**config.mk**
```make
export PLATFORM = sky130hd
export DESIGN_NAME = cpu_exception_vectoring
export DESIGN_NICKNAME = d
export VERILOG_FILES = /design/src/exc_vec_pkg.sv /design/src/cpu_exception_vectoring.sv
export SDC_FILE = /design/constraint.sdc
export NUM_CORES = 1
export LEC_CHECK = 0
export ABC_AREA = 1
export BUFFER_PORTS_ARGS = -buffer_cell sky130_fd_sc_hd__buf_4
export CORE_MARGIN = 2
export CORE_UTILIZATION = 37
export DETAILED_ROUTE_END_ITERATION = 8
export GPL_TIMING_DRIVEN = 0
export PLACE_DENSITY = 0.63
export SLEW_MARGIN = 20
export SYNTH_ARGS = -nofsm -noshare
export SYNTH_HDL_FRONTEND = slang
export SYNTH_SLANG_ARGS = --single-unit
```
**constraint.sdc**
```tcl
create_clock -name clk -period 9.2 [get_ports clk]
set_clock_uncertainty 0.15 [all_clocks]
set_input_delay 1.84 -clock clk [delete_from_list [all_inputs] [get_ports clk]]
set_output_delay 1.84 -clock clk [all_outputs]
set_load 0.02 [all_outputs]
```
**src/exc_vec_pkg.sv**
```systemverilog
package exc_vec_pkg;
  localparam int ADDR_W = 20;
  localparam logic [3:0] BANK0 = 4'h0;
  localparam logic [15:0] PC_AHEAD = 16'h0006;
  localparam logic [15:0] SYNC_ADJ = 16'h0002;
  localparam logic [15:0] RST_WORD_EXT = 16'h0000;
  localparam logic [15:0] RST_WORD_PC = 16'h0002;
  localparam logic [15:0] RST_WORD_SP = 16'h0004;
  localparam logic [15:0] RST_WORD_IZ = 16'h0006;
  localparam logic [15:0] TABLE_BYTES = 16'h0200;
  localparam logic [7:0] VEC_BKPT = 8'h04;
  localparam logic [7:0] VEC_BUSERR = 8'h05;
  localparam logic [7:0] VEC_SWI = 8'h06;
  localparam logic [7:0] VEC_ILLEGAL = 8'h07;
  localparam logic [7:0] VEC_DIVZERO = 8'h08;
  localparam logic [7:0] VEC_UNINIT = 8'h0F;
  localparam logic [7:0] VEC_AUTO_BASE = 8'h10;
  localparam logic [7:0] VEC_SPURIOUS = 8'h18;
  localparam logic [7:0] VEC_USER_FIRST = 8'h38;
  localparam logic [7:0] MIN_BUS_PERIODS = 8'h02;
  localparam logic [7:0] INT_OP_QUANTUM = 8'h02;
  localparam logic [1:0] RST_WORDS_LAST = 2'h3;

  typedef enum logic [2:0] {
    SRC_NONE = 3'h0,
    SRC_BKPT = 3'h1,
    SRC_BUSERR = 3'h2,
    SRC_SWI = 3'h3,
    SRC_ILLEGAL = 3'h4,
    SRC_DIVZERO = 3'h5,
    SRC_INTR = 3'h6,
    SRC_SPURIOUS = 3'h7
  } exc_src_t;

  typedef enum logic [2:0] {
    ST_RESET = 3'h0,
    ST_RUN = 3'h1,
    ST_STACK = 3'h2,
    ST_VECTOR = 3'h3,
    ST_FLUSH = 3'h4
  } exc_state_t;

  typedef struct packed {
    logic req;
    logic [ADDR_W-1:0] addr;
    logic program_space;
  } fetch_req_t;

  typedef struct packed {
    logic [3:0] program_bank_extension;
    logic [15:0] program_counter;
  } flow_addr_t;

  typedef struct packed {
    logic [3:0] z_index_bank_extension;
    logic [3:0] stack_bank_extension;
    logic [3:0] program_bank_extension;
    logic [15:0] program_counter;
    logic [15:0] stack_pointer;
    logic [15:0] direct_page_index;
  } reset_ctx_t;
endpackage
```
**src/cpu_exception_vectoring.sv**
```systemverilog
// Operation
// (RULE_01) on a flow change the program counter points six bytes past instruction start
// (RULE_02) load new stream address, then discard stage A and B words
// (RULE_03) a temporary flow change saves a return address
// (RULE_04) bus cycles take at least two whole clock periods, stretched by wait
// (RULE_05) internal operations take multiples of two clock periods
// (RULE_06) one instruction at a time; stream time is the sum
// (RULE_07) total periods equal program plus operand plus internal periods
// (RULE_08) vector table lies in the lowest 512 bytes of bank 0
// (RULE_09) ordinary vectors are one data word; reset is four program words
// (RULE_10) 56 fixed or reserved vectors, user vectors 38 to FF
// (RULE_11) vector address is the 8-bit vector number shifted left once
// (RULE_12) external devices supply some vector numbers, the core the rest
// (RULE_13) reset loads bank extensions from word 0000, program counter from 0002
// (RULE_14) reset loads stack pointer from 0004, direct page index from 0006
// (RULE_15) fixed numbers for breakpoint, bus error, swi, illegal, divide, uninit, spurious
// (RULE_16) autovectors for levels 1 to 7 are numbers 11 to 17
// (RULE_17) after stacking, clear the program bank extension field
// (RULE_18) asynchronous exceptions start at the next instruction boundary
// (RULE_19) synchronous exceptions stack the program counter plus two
// (RULE_20) vector fetch address sits in bank 0, upper bits zero
// (RULE_21) reset vector words are fetched in ascending order before first instruction
module cpu_exception_vectoring
  import exc_vec_pkg::*;
(
  input wire logic clk,
  input wire logic rst_b,
  input wire logic insn_boundary,
  input wire logic flow_change,
  input wire logic flow_temporary,
  input wire flow_addr_t flow_target,
  input wire flow_addr_t insn_start,
  input wire logic async_req,
  input wire exc_src_t async_src,
  input wire logic ext_vector_valid,
  input wire logic [7:0] ext_vector,
  input wire logic [2:0] irq_level,
  input wire logic sync_req,
  input wire exc_src_t sync_src,
  input wire logic stack_done,
  input wire logic bus_start,
  input wire logic bus_wait,
  input wire logic bus_is_operand,
  input wire logic int_op,
  input wire logic [7:0] int_op_pairs,
  input wire logic fetch_ack,
  input wire logic [15:0] fetch_data,
  output exc_state_t state,
  output fetch_req_t fetch,
  output flow_addr_t program_addr,
  output flow_addr_t return_addr,
  output logic return_valid,
  output logic pipe_flush,
  output logic [7:0] vector_number,
  output logic clear_program_bank,
  output reset_ctx_t reset_ctx,
  output logic bus_done,
  output logic [7:0] bus_periods,
  output logic [15:0] program_access_periods,
  output logic [15:0] operand_access_periods,
  output logic [15:0] internal_operation_periods,
  output logic [15:0] total_clock_periods,
  output logic insn_done
);

  typedef struct packed {
    exc_state_t st;
    logic [1:0] rst_word;
    logic fetch_req;
    logic [ADDR_W-1:0] fetch_addr;
    logic fetch_prog;
    flow_addr_t pc;
    flow_addr_t ret;
    logic ret_valid;
    logic flush;
    logic [7:0] vec;
    logic clr_pk;
    reset_ctx_t rctx;
    logic bus_active;
    logic bus_is_op;
    logic [7:0] bus_cnt;
    logic bus_done;
    logic [7:0] bus_len;
    logic [7:0] int_cnt;
    logic [15:0] cl_p;
    logic [15:0] cl_o;
    logic [15:0] cl_i;
    logic [15:0] cl_t;
    logic done;
  } core_t;

  core_t cur;
  core_t next_cur;

  // maps a core-generated exception source to its fixed vector number
  function automatic logic [7:0] fixed_vector(input exc_src_t src, input logic [2:0] lvl);
    logic [7:0] v;
    v = VEC_UNINIT;
    case (src)
      // (RULE_15) fixed vector numbers
      SRC_BKPT: v = VEC_BKPT;
      SRC_BUSERR: v = VEC_BUSERR;
      SRC_SWI: v = VEC_SWI;
      SRC_ILLEGAL: v = VEC_ILLEGAL;
      SRC_DIVZERO: v = VEC_DIVZERO;
      SRC_SPURIOUS: v = VEC_SPURIOUS;
      // (RULE_16) level autovectors
      SRC_INTR: v = (lvl == 3'h0) ? VEC_SPURIOUS : (VEC_AUTO_BASE | {5'h00, lvl});
      default: v = VEC_UNINIT;
    endcase
    return v;
  endfunction

  // (RULE_11) doubled number, always inside the 512-byte table
  // (RULE_10) user numbers 38 to FF land at 0070 to 01FE
  function automatic logic [ADDR_W-1:0] vector_addr(input logic [7:0] num);
    // (RULE_08) (RULE_20) bank 0, upper bits zero
    return {BANK0, 7'h00, num, 1'b0};
  endfunction

  always_comb begin
    next_cur = cur;
    next_cur.flush = 1'b0;
    next_cur.clr_pk = 1'b0;
    next_cur.bus_done = 1'b0;
    next_cur.done = 1'b0;
    case (cur.st)
      ST_RESET: begin
        // (RULE_09) (RULE_21) four program-space words, ascending
        next_cur.fetch_req = 1'b1;
        next_cur.fetch_prog = 1'b1;
        next_cur.fetch_addr = {BANK0, 1'b0, RST_WORD_EXT[14:0] | {12'h000, cur.rst_word, 1'b0}};
        if (cur.fetch_req && fetch_ack) begin
          case (cur.rst_word)
            // (RULE_13) extension word, then program counter
            2'h0: begin
              next_cur.rctx.z_index_bank_extension = fetch_data[15:12];
              next_cur.rctx.stack_bank_extension = fetch_data[11:8];
              next_cur.rctx.program_bank_extension = fetch_data[3:0];
              next_cur.pc.program_bank_extension = fetch_data[3:0];
            end
            2'h1: begin
              next_cur.rctx.program_counter = fetch_data;
              next_cur.pc.program_counter = fetch_data;
            end
            // (RULE_14) stack pointer and direct page
            2'h2: next_cur.rctx.stack_pointer = fetch_data;
            default: next_cur.rctx.direct_page_index = fetch_data;
          endcase
          if (cur.rst_word == RST_WORDS_LAST) begin
            next_cur.fetch_req = 1'b0;
            next_cur.st = ST_FLUSH;
          end else begin
            next_cur.rst_word = cur.rst_word + 2'h1;
            next_cur.fetch_addr = {BANK0, 1'b0, RST_WORD_EXT[14:0] | {12'h000, cur.rst_word + 2'h1, 1'b0}};
          end
        end
      end
      ST_RUN: begin
        if (sync_req) begin
          // (RULE_19) resume after the faulting instruction
          next_cur.ret = {insn_start.program_bank_extension,
                          insn_start.program_counter + PC_AHEAD + SYNC_ADJ};
          next_cur.ret_valid = 1'b1;
          // (RULE_12) core supplies the number
          next_cur.vec = fixed_vector(sync_src, irq_level);
          next_cur.st = ST_STACK;
        end else if (async_req && insn_boundary) begin
          // (RULE_18) taken on an instruction boundary
          next_cur.ret = {insn_start.program_bank_extension, insn_start.program_counter + PC_AHEAD};
          next_cur.ret_valid = 1'b1;
          // (RULE_12) external number when offered
          next_cur.vec = ext_vector_valid ? ext_vector : fixed_vector(async_src, irq_level);
          next_cur.st = ST_STACK;
        end else if (flow_change) begin
          // (RULE_01) pc ahead of instruction by six
          if (flow_temporary) begin
            // (RULE_03) keep the return point
            next_cur.ret = {insn_start.program_bank_extension, insn_start.program_counter + PC_AHEAD};
            next_cur.ret_valid = 1'b1;
          end
          // (RULE_02) load target then flush
          next_cur.pc = flow_target;
          next_cur.st = ST_FLUSH;
        end
      end
      ST_STACK: begin
        if (stack_done) begin
          // (RULE_17) program bank cleared after stacking
          next_cur.clr_pk = 1'b1;
          next_cur.pc.program_bank_extension = 4'h0;
          next_cur.fetch_req = 1'b1;
          next_cur.fetch_prog = 1'b0;
          next_cur.fetch_addr = vector_addr(cur.vec);
          next_cur.st = ST_VECTOR;
        end
      end
      ST_VECTOR: begin
        // (RULE_09) one data-space word
        if (fetch_ack) begin
          next_cur.fetch_req = 1'b0;
          next_cur.pc = {4'h0, fetch_data};
          next_cur.st = ST_FLUSH;
        end
      end
      ST_FLUSH: begin
        // (RULE_02) stage A and B discarded
        next_cur.flush = 1'b1;
        next_cur.st = ST_RUN;
      end
      default: next_cur.st = ST_RESET;
    endcase

    // (RULE_04) two periods minimum, one more per wait period from the second period on
    if (cur.bus_active) begin
      next_cur.bus_cnt = cur.bus_cnt + 8'h01;
      if (cur.bus_cnt + 8'h01 >= MIN_BUS_PERIODS && !bus_wait) begin
        next_cur.bus_active = 1'b0;
        next_cur.bus_done = 1'b1;
        next_cur.bus_len = cur.bus_cnt + 8'h01;
        // (RULE_07) periods split by access kind
        if (cur.bus_is_op) begin
          next_cur.cl_o = cur.cl_o + {8'h00, cur.bus_cnt + 8'h01};
        end else begin
          next_cur.cl_p = cur.cl_p + {8'h00, cur.bus_cnt + 8'h01};
        end
      end
    end else if (bus_start) begin
      next_cur.bus_active = 1'b1;
      next_cur.bus_is_op = bus_is_operand;
      next_cur.bus_cnt = 8'h00;
    end

    // (RULE_05) internal ops counted in pairs of periods
    if (cur.int_cnt != 8'h00) begin
      next_cur.int_cnt = cur.int_cnt - 8'h01;
      next_cur.cl_i = cur.cl_i + 16'h0001;
    end else if (int_op && int_op_pairs != 8'h00) begin
      next_cur.int_cnt = 8'(int_op_pairs * INT_OP_QUANTUM - 8'h01);
      next_cur.cl_i = cur.cl_i + 16'h0001;
    end

    // (RULE_07) total is the sum of the three parts
    next_cur.cl_t = next_cur.cl_p + next_cur.cl_o + next_cur.cl_i;

    // (RULE_06) one instruction at a time; counts restart at a boundary seen in run with no bus cycle or internal op pending
    if (insn_boundary && cur.st == ST_RUN && !cur.bus_active && cur.int_cnt == 8'h00) begin
      next_cur.done = 1'b1;
      next_cur.cl_p = 16'h0000;
      next_cur.cl_o = 16'h0000;
      next_cur.cl_i = 16'h0000;
    end
  end

  always_ff @(posedge clk) begin
    if (!rst_b) begin
      cur <= '0;
    end else begin
      cur <= next_cur;
    end
  end

  assign state = cur.st;
  assign fetch = '{req: cur.fetch_req, addr: cur.fetch_addr, program_space: cur.fetch_prog};
  assign program_addr = cur.pc;
  assign return_addr = cur.ret;
  assign return_valid = cur.ret_valid;
  assign pipe_flush = cur.flush;
  assign vector_number = cur.vec;
  assign clear_program_bank = cur.clr_pk;
  assign reset_ctx = cur.rctx;
  assign bus_done = cur.bus_done;
  assign bus_periods = cur.bus_len;
  assign program_access_periods = cur.cl_p;
  assign operand_access_periods = cur.cl_o;
  assign internal_operation_periods = cur.cl_i;
  assign total_clock_periods = cur.cl_t;
  assign insn_done = cur.done;

endmodule

```
==> impl_results.md <==
* CP delay by family, top: simple AND/OR/NAND/NOR gates
* Register area share after synthesis at 34.4%
* Mapped cell area at 0.0127 mm²
* Max cap viols at 0
* Gate count after technology mapping at 1,705
* Antenna Cells at 0
* Critical path peak fanout at 10
* Distinct cell type count after synthesis at 56
* Initial antenna violation count at 0
* Placed Cells at 2,455
* Die Area at 0.0358 mm²
* Post-DP HPWL at 30,400 µm
* Max incr delay on CP at 0.58 ns
* #FFs+latches synth at around 220
* Pwr Total at 3.08 mW
* Flop-to-flop setup slack at 4.22 ns
* Post-route insts no fill at ~2,500
* First-pass iteration count of the detailed router at 7
* Num CTS Buffers at 26
* Nets at 2,193
* First-pass GRT wire length at 59,600 µm
* Final setup viols at 0
* Post-synth EDFFs at 0
* Worst setup EP type: register
* Cell repeated most along the worst path: nand2_1
* Cells along the critical path: buf_4 -> or2_2 -> nor2_1 -> nand3_1 -> nand2_1 -> nand2_4 -> o21ai_0 -> inv_1 -> fa_1 -> ha_1 -> inv_1 -> fa_1 -> inv_1 -> nand3_1 -> nand2_1 -> nand3_1 -> o2111ai_1 -> nand2_1 -> nand2_1 -> a21oi_1 -> nand3_1 -> nand2_1 -> nor2_1
* Synth Area in Compound Gates at ~14%
* Tmin final at ~5.2 ns
* Sink Count at 218
* Initial Util at 37.7%
* Post-CTS Resized at 0
* Vias in the first global route at 11,500
* Async set-reset flop share out of synthesis at 0%
* Setup Fix Bufs, Post-CTS at 0
* Max-slew headroom at 40.9%
* Worst Setup SP: int_op_pairs[4]
* Core box area at 0.0337 mm²
* CTS tree: done
* Gr usage total at 20.8%
* Synth area leader: dfxtp_1
* Main combinational cell family by area after synthesis: simple AND/OR/NAND/NOR gates
* FP Rows at 67
* Synth area leaders: dfxtp_1, buf_4, nor2_1
* I/O pin count at 305
* Commonest cells in the synthesized netlist: nor2_1, nand2_1, dfxtp_1
* Post-DRT Antenna Nets at 0
* Final slew viol count at 0
* Total number of vias at 11,800
* Area Growth Syn to Fin at 28.9%
* GP Congestion at about 0.9
* RR Endpoint: total_clock_periods[14]$_SDFF_PN0_
* Outcome: finished, final reports clean
* CTS clk-pin slew, worst paths at 0.06 ns
* Max clock buf depth at 3
* Worst-path cell with the longest stage delay: fa_1
* Synth top area share at 34.4%
* Setup tns final at 0 ns
* Port Buffer Count at 291
* RSZ-0062 raised after global routing: false
* Clk_lat worst skew at 0.53 ns
* Largest net degree at the start of global routing at 13
* Synth Area per Inst at 7.45 µm²
* Synth Area in XOR/XNOR at under 10%
* Worst-margin pin slew at 0.882 ns
* Simple-Gate Fraction of Synth Area at between 20% and 30%
* Pwr/cell area at 188 mW/mm²
* Worst EP arrival at 5.53 ns
* Total gr overflow at 0
* Reg-to-Reg Start: cur[83]$_SDFFE_PN0P_
* CP startpoint kind: input pin
* Post-Route WL at 38,500 µm
* Worst R2R Path Depth at 29
* Critical path buffers and inverters at 4
* Fin crit share at 56.7%
* Hold Crit Depth at 2
* DR vias/cell at 4.73
* Yosys warning count at 0
* Most used DFF post-synth: dfxtp_1
* Multiplexer share of the synthesized area at 0.158%
* Final Hold Fails at 0
* Hold EP: bus_periods[7]$_SDFFE_PN0P_
* Min-delay worst type: register to register
* Fmax at 0.192 GHz
* Min-delay src: bus_periods[7]$_SDFFE_PN0P_
* Kind of critical path: input pin to register
* Clock tree root driver cell: clkbuf_16
* Layout cells sized above 1 at 29.3%
* H-Tree Depth at 1
* DRC viols at 0
* Top-count cell post-synth: nor2_1
* Static Leak at 8.16 nW
* Die X at 189 µm
* Wire per inst at 15.4 µm
* Adder-Cell Fraction of Synth Area at roughly 7.3%
* Hold Buf Count CTS at 0
* Chip Height at 189 µm
* Required @ worst endpoint at around 9.5 ns
* Peak supply drop at 0.136 mV
* Initial drt markers at 688
-- per-layer routing --
metal	up-vias	GRT usage, %	part of all wire (%)
met5	-	0	0
met1	5428	25.7	42
met2	378	35.9	47
met4	0	5.72	2.8
met3	61	5.12	7.4
li1	5958	-	-
-- worst reg2reg max path, delay by kind of cell (launching register included) --
| kind | cells | cell delay, ns |
|---|---|---|
| flip-flops | 1 | 0.41 |
| buffers and inverters | 7 | 0.89 |
| AO/OA/AOI/OAI | 6 | 0.95 |
| AND/OR/NAND/NOR | 13 | 1.33 |
| adder cells (fa/ha/maj) | 3 | 1.12 |
-- layout by cell type, fill, tap and decap left out, types with 3 or more instances in the layout --
master and instances:
nand2_1 238, nand4_1 17, or2_2 6, nor2_1 239, nand3b_1 3, clkbuf_1 43, a21oi_1 114, o21ai_2 8
fa_1 18, o21ai_0 161, nor2_2 8, buf_6 3, clkinv_2 5, nand3_1 40, a211oi_1 4, dfxtp_1 218
buf_2 8, nor2_4 3, xor2_1 39, nand2_4 3, inv_1 157, o211ai_1 6, nor3_1 18, clkbuf_8 7
nand2_2 10, clkbuf_16 27, o31ai_1 3, ha_1 45, xnor2_1 26, a31oi_1 23, buf_4 497, conb_1 12
inv_2 4, o21ai_1 3
-- how the worst max path moves through the flow --
stage,endpoint,slack [ns],cells past startpoint
CTS,total_clock_periods[15]$_SDFF_PN0_,3.92,23
finish,total_clock_periods[15]$_SDFF_PN0_,3.99,23
global placement,total_clock_periods[15]$_SDFF_PN0_,3.45,23
global route,total_clock_periods[15]$_SDFF_PN0_,3.58,23
floorplan,total_clock_periods[15]$_SDFF_PN0_,4.20,23
detailed placement,total_clock_periods[15]$_SDFF_PN0_,3.39,23
-- sequential cells by signal, summed over array words and instances, names as in the netlist --
name	flops
internal_operation_periods	16
vector_number	8
state	3
program_addr	20
cur	20
pipe_flush	1
bus_periods	8
insn_done	1
bus_done	1
program_access_periods	16
clear_program_bank	1
return_valid	1
fetch	10
reset_ctx	60
total_clock_periods	16
operand_access_periods	16
return_addr	20
-- where the power goes --
group          switching (mW)  internal [mW]
Sequential             0.0644           1.05
Clock                   0.414          0.646
Combinational           0.522          0.385
Total                    1.00           2.08
-- area by class of cell --
cell class / instances / area (µm²)
Tap cell: 448 / 561
Clock buffer: 39 / 791
Fill cell: 3386 / 17300
Buffer: 255 / 1760
Timing Repair Buffer: 291 / 2180
Clock inverter: 8 / 92.6
Inverter: 163 / 612
Multi-Input combinational cell: 1080 / 6000
Sequential cell: 218 / 4360
-- cells by family after synthesis --
logic type	count (synthesis)
AOI/OAI and AO/OA	337
xor gates and xnor gates	67
adders and majority gates	63
buffers and inverters	418
DFF	218
muxes	2
other	1
and+or+nand+nor	599
-- stage by stage --
stage / setup slack (ns) / hold WS (ns) / area, µm² / utilization (%)
5_1_grt: 3.58 / 0.343 / 16400 / 48.6
3_5_place_dp: 3.39 / 0.311 / 15500 / 45.9
2_1_floorplan: 4.20 / 0.290 / 12700 / -
6_report: 3.99 / 0.322 / 16400 / 48.6
4_1_cts: 3.92 / 0.320 / 16400 / 48.6
3_3_place_gp: 3.45 / 0.306 / 15500 / 45.9
Power figures use the tool's default switching activity.
